**src/tac_pkg.sv**
```systemverilog
// tac_pkg: shared constants and types of the touch converter control block.
// assumes a 250 MHz system clock and a 32-bit axi4-lite register port.
`default_nettype none
package tac_pkg;

  // clock rate and derived divider ratios
  localparam int CLK_KHZ = 250000;
  localparam int CONV_KHZ [4] = '{8000, 4000, 2000, 1000};
  // settle times in microseconds, code 000 through 111
  localparam int SETTLE_US [8] = '{0, 100, 500, 1000, 5000, 10000, 50000, 100000};
  localparam int CYC_PER_US = CLK_KHZ / 1000;

  // rounds up so the conversion clock never runs above its rate
  function automatic int div_ratio(input int i);
    return (CLK_KHZ + CONV_KHZ[i] - 1) / CONV_KHZ[i];
  endfunction

  function automatic int settle_cyc(input int i);
    return SETTLE_US[i] * CYC_PER_US;
  endfunction

  // register indices; byte address is four times the index
  localparam int IDX_CONV_CTRL = 0;
  localparam int IDX_DAC_PWR   = 2;
  localparam logic [7:0] ADDR_CONV_CTRL = 8'(4 * IDX_CONV_CTRL);
  localparam logic [7:0] ADDR_DAC_PWR   = 8'(4 * IDX_DAC_PWR);
  localparam logic [7:0] ADDR_RES_BASE  = 8'h40;
  localparam int NUM_RES = 10;

  // converter control field positions
  localparam int MODE_BIT = 15;
  localparam int STOP_BIT = 14;
  localparam int FUNC_MSB = 13;
  localparam int FUNC_LSB = 10;
  localparam int RES_LSB  = 8;
  localparam int AVG_LSB  = 6;
  localparam int CLK_LSB  = 4;
  localparam int SET_LSB  = 1;
  localparam logic [15:0] CC_WMASK = 16'hbffe;
  localparam logic [15:0] CC_RST   = 16'h0000;
  localparam int DAC_PD_BIT = 15;
  localparam logic DAC_PD_RST = 1'b1;

  // function codes
  localparam logic [3:0] F_NONE  = 4'h0;
  localparam logic [3:0] F_XY    = 4'h1;
  localparam logic [3:0] F_XYZ   = 4'h2;
  localparam logic [3:0] F_Z     = 4'h5;
  localparam logic [3:0] F_PORT  = 4'hb;
  localparam logic [3:0] F_TEMP2 = 4'hc;
  localparam logic [3:0] F_DRVX  = 4'hd;
  localparam logic [3:0] F_DRVY  = 4'he;
  localparam logic [3:0] F_DRVYX = 4'hf;

  // conversion timing, resolution and bus response codes
  localparam logic [4:0] SAMPLE_TICKS = 5'h01;
  localparam logic [4:0] BITS_12 = 5'h0c;
  localparam logic [4:0] BITS_10 = 5'h0a;
  localparam logic [4:0] BITS_8  = 5'h08;
  localparam logic [1:0] AXI_OKAY   = 2'h0;
  localparam logic [1:0] AXI_SLVERR = 2'h2;

  // result slots, in result register order
  typedef enum logic [3:0] {
    CH_X, CH_Y, CH_Z1, CH_Z2, CH_VBAT1, CH_VBAT2, CH_VAUX1, CH_VAUX2, CH_TEMP1, CH_TEMP2
  } tac_ch_e;

  typedef struct packed {
    logic xp;
    logic xn;
    logic yp;
    logic yn;
  } tac_drv_s;

  typedef enum logic [2:0] {
    PH_IDLE, PH_NEXT, PH_WAIT_PEN, PH_SETTLE, PH_CONV, PH_STORE, PH_DRIVE
  } tac_ph_e;

endpackage
`default_nettype wire

```
**src/tac_top.sv**
```systemverilog
// tac_top: function control of the shared touch/analog converter.
// assumes adc_value_in is quasi-static around each sample and that
// pen_touch_in is an asynchronous level from the touch detector.
`default_nettype none
`timescale 1ns/10ps
module tac_top #(
  parameter int unsigned SETTLE_CYC [8] = '{
    tac_pkg::settle_cyc(0), tac_pkg::settle_cyc(1), tac_pkg::settle_cyc(2),
    tac_pkg::settle_cyc(3), tac_pkg::settle_cyc(4), tac_pkg::settle_cyc(5),
    tac_pkg::settle_cyc(6), tac_pkg::settle_cyc(7)}
) (
  input  wire logic         clk_sys, // 250 MHz clock
  input  wire logic         rst_n, // async reset, low
  input  wire logic [7:0]   s_axi_awaddr, // write address
  input  wire logic [2:0]   s_axi_awprot, // unused
  input  wire logic         s_axi_awvalid, // write address valid
  output logic              s_axi_awready, // write address ready
  input  wire logic [31:0]  s_axi_wdata, // write data
  input  wire logic [3:0]   s_axi_wstrb, // byte strobes
  input  wire logic         s_axi_wvalid, // write data valid
  output logic              s_axi_wready, // write data ready
  output logic [1:0]        s_axi_bresp, // write response
  output logic              s_axi_bvalid, // response valid
  input  wire logic         s_axi_bready, // response ready
  input  wire logic [7:0]   s_axi_araddr, // read address
  input  wire logic [2:0]   s_axi_arprot, // unused
  input  wire logic         s_axi_arvalid, // read address valid
  output logic              s_axi_arready, // read address ready
  output logic [31:0]       s_axi_rdata, // read data
  output logic [1:0]        s_axi_rresp, // read response
  output logic              s_axi_rvalid, // read data valid
  input  wire logic         s_axi_rready, // read data ready
  input  wire logic         pen_touch_in, // touch detected, async
  input  wire logic [11:0]  adc_value_in, // converter result, async
  output tac_pkg::tac_drv_s panel_drv, // panel driver enables
  output tac_pkg::tac_ch_e  adc_channel, // input mux select
  output logic              adc_power_on, // converter powered
  output logic              adc_sample_out, // sample strobe
  output logic              result_available_out, // high when not busy
  output logic              dac_powerdown // current dac off
);
  typedef struct packed {
    tac_pkg::tac_ph_e                  ph;
    logic [15:0]                       cc;
    logic                              dac_pd;
    logic [tac_pkg::NUM_RES-1:0][11:0] res;
    logic [1:0]                        step;
    logic [4:0]                        avg_n;
    logic [4:0]                        tcnt;
    logic [31:0]                       cnt;
    tac_pkg::tac_ch_e                  ch;
    tac_pkg::tac_drv_s                 drv;
    logic                              pwr;
    logic                              smp;
    logic                              idle;
    logic                              aw_ok;
    logic                              w_ok;
    logic [7:0]                        awa;
    logic [15:0]                       wd;
    logic [1:0]                        ws;
    logic                              awrdy;
    logic                              wrdy;
    logic                              bv;
    logic [1:0]                        bresp;
    logic                              arrdy;
    logic                              rv;
    logic [31:0]                       rdata;
    logic [1:0]                        rresp;
    logic                              pen_s1;
    logic                              pen_s2;
    logic [11:0]                       val_s1;
    logic [11:0]                       val_s2;
  } tac_st_s;
  tac_st_s q, n;

  logic [3:0]  func;
  logic [1:0]  rsel;
  logic [1:0]  asel;
  logic [1:0]  csel;
  logic [2:0]  ssel;
  logic        tick;
  logic        avg_clr;
  logic        avg_add;
  logic [11:0] avg_mean;
  logic [11:0] conv_val;
  logic [4:0]  bits;
  logic [4:0]  avg_tot;
  logic        kick;
  logic        halt;
  logic [15:0] nd;
  logic [7:0]  roff;
  logic [1:0]  nsteps;
  logic [3:0]  base;
  logic        panel;
  logic        repeat_scan;
  tac_pkg::tac_drv_s cdrv;

  // stored control fields
  assign func = q.cc[tac_pkg::FUNC_MSB:tac_pkg::FUNC_LSB];
  assign rsel = q.cc[tac_pkg::RES_LSB+1:tac_pkg::RES_LSB];
  assign asel = q.cc[tac_pkg::AVG_LSB+1:tac_pkg::AVG_LSB];
  assign csel = q.cc[tac_pkg::CLK_LSB+1:tac_pkg::CLK_LSB];
  assign ssel = q.cc[tac_pkg::SET_LSB+2:tac_pkg::SET_LSB];

  // divider runs only while converting to keep tick phase fresh
  tac_clk_div u_div (
    .clk_sys (clk_sys),
    .rst_n   (rst_n),
    .run     (q.ph == tac_pkg::PH_CONV),
    .sel     (csel),
    .tick    (tick)
  );

  tac_avg u_avg (
    .clk_sys (clk_sys),
    .rst_n   (rst_n),
    .clr     (avg_clr),
    .add     (avg_add),
    .smp     (conv_val),
    .sel     (asel),
    .mean    (avg_mean)
  );

  // resolution, averaging depth and sequence tables
  always_comb begin
    case (rsel)
      2'h1:    bits = tac_pkg::BITS_8;
      2'h2:    bits = tac_pkg::BITS_10;
      default: bits = tac_pkg::BITS_12;
    endcase
    case (asel)
      2'h1:    avg_tot = 5'h04;
      2'h2:    avg_tot = 5'h08;
      2'h3:    avg_tot = 5'h10;
      default: avg_tot = 5'h01;
    endcase
    // right-justify the converter word at the chosen resolution
    conv_val = q.val_s2 >> (tac_pkg::BITS_12 - bits);
    // multi-step functions walk consecutive result slots
    nsteps = 2'h0;
    base = func - 4'h3;
    case (func)
      tac_pkg::F_XY:    begin base = 4'(tac_pkg::CH_X);    nsteps = 2'h1; end
      tac_pkg::F_XYZ:   begin base = 4'(tac_pkg::CH_X);    nsteps = 2'h3; end
      tac_pkg::F_Z:     begin base = 4'(tac_pkg::CH_Z1);   nsteps = 2'h1; end
      tac_pkg::F_PORT:  begin base = 4'(tac_pkg::CH_VBAT1); nsteps = 2'h3; end
      4'h6, 4'h7:       base = func - 4'h2;
      4'h8, 4'h9:       base = func - 4'h2;
      4'ha:             base = 4'(tac_pkg::CH_TEMP1);
      tac_pkg::F_TEMP2: base = 4'(tac_pkg::CH_TEMP2);
      default:          base = func - 4'h3;
    endcase
    repeat_scan = (func == tac_pkg::F_XY) || (func == tac_pkg::F_XYZ);
    // panel drivers per measured slot
    cdrv = '0;
    panel = 1'b1;
    case (q.ch)
      tac_pkg::CH_X:   begin cdrv.xp = 1'b1; cdrv.xn = 1'b1; end
      tac_pkg::CH_Y:   begin cdrv.yp = 1'b1; cdrv.yn = 1'b1; end
      tac_pkg::CH_Z1,
      tac_pkg::CH_Z2:  begin cdrv.yp = 1'b1; cdrv.xn = 1'b1; end
      default:         panel = 1'b0;
    endcase
  end

  // next state: bus slave, then converter sequencing
  always_comb begin
    n = q;
    n.smp = 1'b0;
    kick = 1'b0;
    halt = 1'b0;
    avg_clr = 1'b0;
    avg_add = 1'b0;
    nd = 16'h0000;
    roff = s_axi_araddr - tac_pkg::ADDR_RES_BASE;
    // two-flop synchronisers
    n.pen_s1 = pen_touch_in;
    n.pen_s2 = q.pen_s1;
    n.val_s1 = adc_value_in;
    n.val_s2 = q.val_s1;
    // write address and data, accepted in either order
    if (q.awrdy && s_axi_awvalid) begin
      n.awa = s_axi_awaddr;
      n.aw_ok = 1'b1;
      n.awrdy = 1'b0;
    end
    if (q.wrdy && s_axi_wvalid) begin
      n.wd = s_axi_wdata[15:0];
      n.ws = s_axi_wstrb[1:0];
      n.w_ok = 1'b1;
      n.wrdy = 1'b0;
    end
    if (q.aw_ok && q.w_ok) begin
      n.aw_ok = 1'b0;
      n.w_ok = 1'b0;
      n.bv = 1'b1;
      n.bresp = tac_pkg::AXI_OKAY;
      if (q.awa == tac_pkg::ADDR_CONV_CTRL) begin
        nd[15:8] = q.ws[1] ? q.wd[15:8] : q.cc[15:8];
        nd[7:0] = q.ws[0] ? q.wd[7:0] : q.cc[7:0];
        n.cc = nd & tac_pkg::CC_WMASK;
        if (q.ws[1] && q.wd[tac_pkg::STOP_BIT]) begin
          halt = 1'b1;
        end else if (q.ws[1] && nd[tac_pkg::FUNC_MSB:tac_pkg::FUNC_LSB] != tac_pkg::F_NONE) begin
          kick = 1'b1;
        end else if (q.ws[1]) begin
          halt = 1'b1;
        end
      end else if (q.awa == tac_pkg::ADDR_DAC_PWR) begin
        if (q.ws[1]) begin
          n.dac_pd = q.wd[tac_pkg::DAC_PD_BIT];
        end
      end else begin
        n.bresp = tac_pkg::AXI_SLVERR;
      end
    end
    if (q.bv && s_axi_bready) begin
      n.bv = 1'b0;
      n.awrdy = 1'b1;
      n.wrdy = 1'b1;
    end
    // reads answer one cycle after the address is taken
    if (q.arrdy && s_axi_arvalid) begin
      n.arrdy = 1'b0;
      n.rv = 1'b1;
      n.rresp = tac_pkg::AXI_OKAY;
      n.rdata = 32'h0000_0000;
      if (s_axi_araddr == tac_pkg::ADDR_CONV_CTRL) begin
        n.rdata[15:0] = q.cc & tac_pkg::CC_WMASK;
        n.rdata[tac_pkg::MODE_BIT] = q.pen_s2;
        n.rdata[tac_pkg::STOP_BIT] = q.idle;
      end else if (s_axi_araddr == tac_pkg::ADDR_DAC_PWR) begin
        n.rdata[tac_pkg::DAC_PD_BIT] = q.dac_pd;
      end else if (roff[1:0] == 2'h0 && roff[7:2] < 6'(tac_pkg::NUM_RES)) begin
        n.rdata[11:0] = q.res[roff[5:2]];
      end else begin
        n.rresp = tac_pkg::AXI_SLVERR;
      end
    end
    if (q.rv && s_axi_rready) begin
      n.rv = 1'b0;
      n.arrdy = 1'b1;
    end
    // converter sequencer
    case (q.ph)
      tac_pkg::PH_NEXT: begin
        n.ch = tac_pkg::tac_ch_e'(base + {2'h0, q.step});
        n.cnt = 32'h0000_0000;
        if (func >= tac_pkg::F_DRVX) begin
          n.ph = tac_pkg::PH_DRIVE;
          n.drv = '0;
          n.drv.xp = (func == tac_pkg::F_DRVX);
          n.drv.xn = (func != tac_pkg::F_DRVY);
          n.drv.yp = (func != tac_pkg::F_DRVX);
          n.drv.yn = (func == tac_pkg::F_DRVY);
        end else if (q.cc[tac_pkg::MODE_BIT] && func <= tac_pkg::F_Z && !q.pen_s2) begin
          n.ph = tac_pkg::PH_WAIT_PEN;
          n.drv = '0;
        end else begin
          n.ph = tac_pkg::PH_SETTLE;
          n.pwr = 1'b1;
        end
      end
      tac_pkg::PH_WAIT_PEN: begin
        if (q.pen_s2) begin
          n.ph = tac_pkg::PH_NEXT;
        end
      end
      tac_pkg::PH_SETTLE: begin
        n.drv = cdrv;
        // settle applies only where a panel driver turns on
        if (!panel || q.cnt >= SETTLE_CYC[ssel]) begin
          n.ph = tac_pkg::PH_CONV;
          n.cnt = 32'h0000_0000;
          n.tcnt = 5'h00;
          n.avg_n = 5'h00;
          avg_clr = 1'b1;
        end else begin
          n.cnt = q.cnt + 32'h0000_0001;
        end
      end
      tac_pkg::PH_CONV: begin
        if (tick) begin
          n.tcnt = q.tcnt + 5'h01;
          if (q.tcnt + 5'h01 == bits + tac_pkg::SAMPLE_TICKS) begin
            n.tcnt = 5'h00;
            n.smp = 1'b1;
            avg_add = 1'b1;
            n.avg_n = q.avg_n + 5'h01;
            if (q.avg_n + 5'h01 == avg_tot) begin
              n.ph = tac_pkg::PH_STORE;
            end
          end
        end
      end
      tac_pkg::PH_STORE: begin
        n.res[q.ch] = avg_mean;
        if (q.step != nsteps) begin
          n.step = q.step + 2'h1;
          n.ph = tac_pkg::PH_NEXT;
        end else if (repeat_scan && q.pen_s2) begin
          n.step = 2'h0;
          n.ph = tac_pkg::PH_NEXT;
        end else begin
          n.ph = tac_pkg::PH_IDLE;
          n.drv = '0;
          n.pwr = 1'b0;
        end
      end
      tac_pkg::PH_DRIVE: begin
        n.pwr = 1'b0;
      end
      default: begin
        n.drv = '0;
        n.pwr = 1'b0;
      end
    endcase
    // a write overrides the sequencer in the cycle it lands
    if (halt) begin
      n.ph = tac_pkg::PH_IDLE;
      n.drv = '0;
      n.pwr = 1'b0;
    end else if (kick) begin
      n.ph = tac_pkg::PH_NEXT;
      n.step = 2'h0;
    end
    // busy covers every conversion of an average and the store
    n.idle = (n.ph == tac_pkg::PH_IDLE) || (n.ph == tac_pkg::PH_DRIVE) ||
            (n.ph == tac_pkg::PH_WAIT_PEN);
  end

  always_ff @(posedge clk_sys or negedge rst_n) begin
    if (!rst_n) begin
      q <= '0;
      q.ph <= tac_pkg::PH_IDLE;
      q.cc <= tac_pkg::CC_RST;
      q.dac_pd <= tac_pkg::DAC_PD_RST;
      q.idle <= 1'b1;
      q.awrdy <= 1'b1;
      q.wrdy <= 1'b1;
      q.arrdy <= 1'b1;
    end else begin
      q <= n;
    end
  end

  // outputs straight from the state register
  assign s_axi_awready = q.awrdy;
  assign s_axi_wready = q.wrdy;
  assign s_axi_bvalid = q.bv;
  assign s_axi_bresp = q.bresp;
  assign s_axi_arready = q.arrdy;
  assign s_axi_rvalid = q.rv;
  assign s_axi_rdata = q.rdata;
  assign s_axi_rresp = q.rresp;
  assign panel_drv = q.drv;
  assign adc_channel = q.ch;
  assign adc_power_on = q.pwr;
  assign adc_sample_out = q.smp;
  assign result_available_out = q.idle;
  assign dac_powerdown = q.dac_pd;
endmodule
`default_nettype wire

```
**src/tac_clk_div.sv**
```systemverilog
// tac_clk_div: conversion clock enable from the system clock.
// assumes sel is stable while run is high.
`default_nettype none
`timescale 1ns/10ps
module tac_clk_div (
  input  wire logic       clk_sys, // system clock
  input  wire logic       rst_n,   // async reset, low
  input  wire logic       run,     // counting enabled
  input  wire logic [1:0] sel,     // rate code
  output logic            tick     // one-cycle enable
);
  typedef struct packed {
    logic [7:0] cnt;
    logic       tick;
  } tac_div_s;
  tac_div_s q, n;
  logic [7:0] last;

  // ratio table, rounded up so rate never exceeds target
  always_comb begin
    case (sel)
      2'h0:    last = 8'(tac_pkg::div_ratio(0) - 1);
      2'h1:    last = 8'(tac_pkg::div_ratio(1) - 1);
      2'h2:    last = 8'(tac_pkg::div_ratio(2) - 1);
      default: last = 8'(tac_pkg::div_ratio(3) - 1);
    endcase
    n = q;
    n.tick = 1'b0;
    if (!run) begin
      n.cnt = 8'h00;
    end else if (q.cnt >= last) begin
      n.cnt = 8'h00;
      n.tick = 1'b1;
    end else begin
      n.cnt = q.cnt + 8'h01;
    end
  end

  always_ff @(posedge clk_sys or negedge rst_n) begin
    if (!rst_n) begin
      q <= '0;
    end else begin
      q <= n;
    end
  end
  assign tick = q.tick;
endmodule
`default_nettype wire

```
**src/tac_avg.sv**
```systemverilog
// tac_avg: accumulates samples and divides by the averaging depth.
// assumes clr precedes each batch; depths are powers of two.
`default_nettype none
`timescale 1ns/10ps
module tac_avg (
  input  wire logic        clk_sys, // system clock
  input  wire logic        rst_n,   // async reset, low
  input  wire logic        clr,     // start a new batch
  input  wire logic        add,     // take smp
  input  wire logic [11:0] smp,     // one conversion
  input  wire logic [1:0]  sel,     // depth code
  output logic      [11:0] mean     // batch mean
);
  typedef struct packed {
    logic [15:0] acc;
  } tac_acc_s;
  tac_acc_s q, n;

  // 16 samples of 12 bits fit in 16 bits exactly
  always_comb begin
    n = q;
    if (clr) begin
      n.acc = 16'h0000;
    end else if (add) begin
      n.acc = q.acc + {4'h0, smp};
    end
  end

  always_ff @(posedge clk_sys or negedge rst_n) begin
    if (!rst_n) begin
      q <= '0;
    end else begin
      q <= n;
    end
  end

  // shift by log2 of depth: 1, 4, 8, 16
  always_comb begin
    case (sel)
      2'h0:    mean = q.acc[11:0];
      2'h1:    mean = q.acc[13:2];
      2'h2:    mean = q.acc[14:3];
      default: mean = q.acc[15:4];
    endcase
  end
endmodule
`default_nettype wire

```
**config.mk**
```make
export PLATFORM = sky130hd
export DESIGN_NAME = tac_top
export DESIGN_NICKNAME = d
export VERILOG_FILES = /design/src/tac_pkg.sv /design/src/tac_top.sv /design/src/tac_clk_div.sv /design/src/tac_avg.sv
export SDC_FILE = /design/constraint.sdc
export NUM_CORES = 1
export LEC_CHECK = 0
export BUFFER_PORTS_ARGS = -buffer_cell sky130_fd_sc_hd__buf_2
export CAP_MARGIN = 0
export CELL_PAD_IN_SITES_DETAIL_PLACEMENT = 0
export CELL_PAD_IN_SITES_GLOBAL_PLACEMENT = 1
export CORE_ASPECT_RATIO = 1.25
export CORE_UTILIZATION = 43
export CTS_CLUSTER_DIAMETER = 80
export DETAILED_ROUTE_END_ITERATION = 10
export PLACE_DENSITY_LB_ADDON = 0.1
export SYNTH_ARGS = -nofsm -noshare
export SYNTH_HDL_FRONTEND = slang
export SYNTH_SLANG_ARGS = --single-unit
export TNS_END_PERCENT = 100
```
**constraint.sdc**
```tcl
create_clock -name clk_sys -period 3.8 [get_ports clk_sys]
set_clock_uncertainty 0.15 [all_clocks]
set_input_delay 0.19 -clock clk_sys [delete_from_list [all_inputs] [get_ports clk_sys]]
set_output_delay 0.19 -clock clk_sys [all_outputs]
set_load 0.02 [all_outputs]
```
==> results.md <==
* Status: complete, no violations
* Final worst-path cycle share at 0.9581
* Nets at between 1500 and 2000
* Met2 WL at between 15000 and 20000 µm
* CP startpoint kind: flip-flop
* Final TNS setup at 0 ns
* CTS root buf: clkbuf_16
* Synth cell types at 76
* Die width at between 150 and 200 µm
* H-tree levels at 1
* Max Clk Rate at between 200 and 300 MHz
* Worst reg-to-reg setup slack at between 0.15 and 0.2 ns
* Post-CTS setup buffer count at 0
* Met3 WL at approximately 1500 µm
* Worst vdd ir at 287.9 µV
* EDFF count, synth at 0
* Worst-path maximum fanout at 17
* Fillcell total at roughly 3400
* Die area at 36650 µm²
* DRC Markers at 0
* Worst-path clk slew at approximately 0.060 ns
* Critical path arrival at approximately 4 ns
* M1 wire length at roughly 17000 µm
* Final antenna-violating net count at 0
* Vias in the first global route at between 10000 and 15000
* Critical path endpoint: u_avg.q[7]
* Asr flop ratio synth at 1.000
* Measured slew at the worst slew-check pin at between 1 and 1.5 ns
* CTS tree: built
* HP Class: input pin to async pin
* Synth Instances at 1558
* Row count at between 70 and 80
* Yosys top cell by area: dfrtp_1
* Ranking of synthesized cells by area: dfrtp_1 (47%), ha_1 (5.4%), o21ai_0 (5.2%), nand2_1 (5.1%), mux2_2 (3.7%)
* Vias per cell at 5.334
* Sequential area share after synthesis at 0.4772
* Top layer in use: met4
* Initial Utilization at 0.4364
* I/O pin count at roughly 130
* Setup violators final at 0
* Cell Pwr Density at between 400 and 500 nW/µm²
* 1st-iter DRT viols at 649
* Reg2Reg Depth at 12
* Initial antenna violation count at 0
* Relative slew slack at 0.2823
* Synthesis-to-finish area growth at 15.30%
* Vias at between 10000 and 15000
* Share of the synthesized area in the top cell type at 0.4687
* # Max-Cap Violations at 0
* CTS max path bufs at 3
* DRT Pass-1 Iters at 5
* Die H at between 200 and 250 µm
* RSZ-0062 raised after global routing: true
* Antenna Diode Count at 0
* First-pass GRT wire length at a little over 60000 µm
* Final count of hold timing violations at 0
* Crit end category: flip-flop
* CTS Buf Count at 31
* Core area at approximately 35000 µm²
* WL/cell at 17.90 µm
* Worst skew pair latency at roughly 0.60 ns
* Grt ovf at 0
* CTS sink count at approximately 300
* Seq cells post-synth at roughly 300
* Reg-to-Reg End: u_avg.q[7]
* Largest net degree at the start of global routing at 88
* Synth Cell Area at 15430 µm²
* Leakage power at ~8 nW
* Yosys Warn Count at 0
* Data required, critical path at 4.15 ns
* Syn_area_per_cell at 9.904 µm²
* DRT Wirelength at 38710 µm
* Reg2Reg Launch Point: q[273]
* Clock period minus worst slack at approximately 3.6 ns
* Critical path type: flip-flop to flip-flop
* Total GRT Usage at 0.2177
* Hpwl dp at between 20000 and 30000 µm
* Main flop type after synthesis: dfrtp_1
* Gpl congestion at just under 0.9
* Pins Over Slew Limit at 0
* IO buf count at 87
* Worst Setup SP: q[273]
* Fraction of layout cells with a size suffix above 1 at 0.1670
* Min Hold Slack at 0.03408 ns
-- how the worst min path moves through the flow --
stage          slack, ns       startpoint  depth (start not counted)             end
3_3_place_gp         0.1            rst_n                          1          q[113]
4_1_cts             0.05            rst_n                          2          q[113]
2_1_floorplan      -0.26            rst_n                          0  adc_channel[0]
5_1_grt             0.08  adc_value_in[6]                          2            n[6]
3_5_place_dp        0.09            rst_n                          1          q[113]
6_report            0.03            rst_n                          2          q[113]
-- through the flow --
stage | worst slack, ns | instances | instance area [µm²] | power (mW) | util
floorplan | 0.2690 | 1575 | 15490 | 4.705 | -
global placement | 0.2183 | 2058 | 16260 | 5.155 | 0.4599
detailed placement | 0.2379 | 2058 | 16260 | 5.176 | 0.4599
CTS | 0.1991 | 2163 | 17780 | 8.290 | 0.5030
global route | -0.02435 | 2163 | 17790 | 8.606 | 0.5032
finish | 0.1590 | 2163 | 17790 | 8.180 | 0.5032
-- power by group --
part	switching [mW]	internal, mW
combinational	0.834	0.602
clock	1.28	1.74
sequential	0.283	3.44
total	2.40	5.78
-- registers in the layout, summed over array words and instances, names as in the netlist, 2 cells and up --
register / cells
u_avg.q: 16
panel_drv: 4
n: 13
q: 213
u_div.q: 8
s_axi_rdata: 16
adc_channel: 4
csel: 2
func: 4
asel: 2
-- routing by layer --
metal | global-route usage | vias to the layer above
li1 | - | 5676
met1 | 0.2841 | 5594
met2 | 0.3758 | 208
met3 | 0.02639 | 60
met4 | 0.06681 | 0
met5 | 0 | -
-- repair_timing --
item	CTS	global route
endpoints found under the setup margin	0	8
endpoints found under the hold margin	129	0
gates resized for setup	0	2
hold buffers	51	0
-- Yosys cell counts, types with 6 or more instances --
library cell	instances
a21oi_1	82
o21bai_1	7
nor3b_1	6
nor2_1	125
clkbuf_1	61
nor4_1	12
mux4_2	25
nand3b_1	6
a31oi_1	15
nand2_1	209
nand3_1	34
nor2b_1	26
xnor2_1	19
dfrtp_1	289
o21ai_0	160
o21a_1	6
and3_1	11
inv_1	46
and2_1	6
mux2_2	51
o31ai_1	6
buf_2	10
a31o_2	12
a22oi_1	27
a211oi_1	6
ha_1	66
buf_4	45
xor2_1	22
o22ai_1	17
nand4_1	8
nand2b_1	11
nor3_1	18
mux2i_1	25
-- cell type report --
| class | instances | area [µm²] | share of cell area |
|---|---|---|---|
| repair buffers | 177 | 1299 | 0.07300 |
| clock inverters | 8 | 90.09 | 0.005063 |
| flip-flops and latches | 294 | 7363 | 0.4139 |
| clock buffers | 46 | 922.1 | 0.05183 |
| multi-input cells | 1115 | 7341 | 0.4126 |
| well taps | 474 | 593.1 | 0.03333 |
| inverters | 49 | 183.9 | 0.01034 |
-- cell usage in the layout, fill, tap and decap left out, drive strengths merged, types with 19 or more instances in the layout --
cell type / n
nand2: 209
xnor2: 19
mux2i: 25
ha: 66
inv: 47
a21oi: 83
a22oi: 27
o21ai: 161
nand3: 34
nor3: 20
nor2b: 26
dlygate4sd3: 51
mux2: 51
clkbuf: 46
mux4: 25
xor2: 22
buf: 126
dfrtp: 289
nor2: 125
-- cell families (layout without fill, tap and decap cells) --
group	count (synthesis)	in the layout	share of synthesized area
simple gates	494	494	0.1455
compound gates	392	392	0.1541
flops	294	294	0.4772
buf+inv	166	280	0.05214
mux	101	101	0.08992
fa+ha+maj	68	68	0.05611
xor+xnor	42	42	0.02481
other cells	1	18	0.0002430
-- worst max-delay path: stages (launching register included) --
cell     delay (ns)
dfrtp_1        0.37
inv_1          0.15
ha_1           0.21
inv_1          0.06
nand2_1        0.11
ha_1           0.26
a21oi_1        0.16
o22ai_1        0.11
nor4_1         0.59
nand4_1        0.42
and4_1         0.49
buf_4          0.27
o22ai_1        0.18
Power figures use the tool's default switching activity.
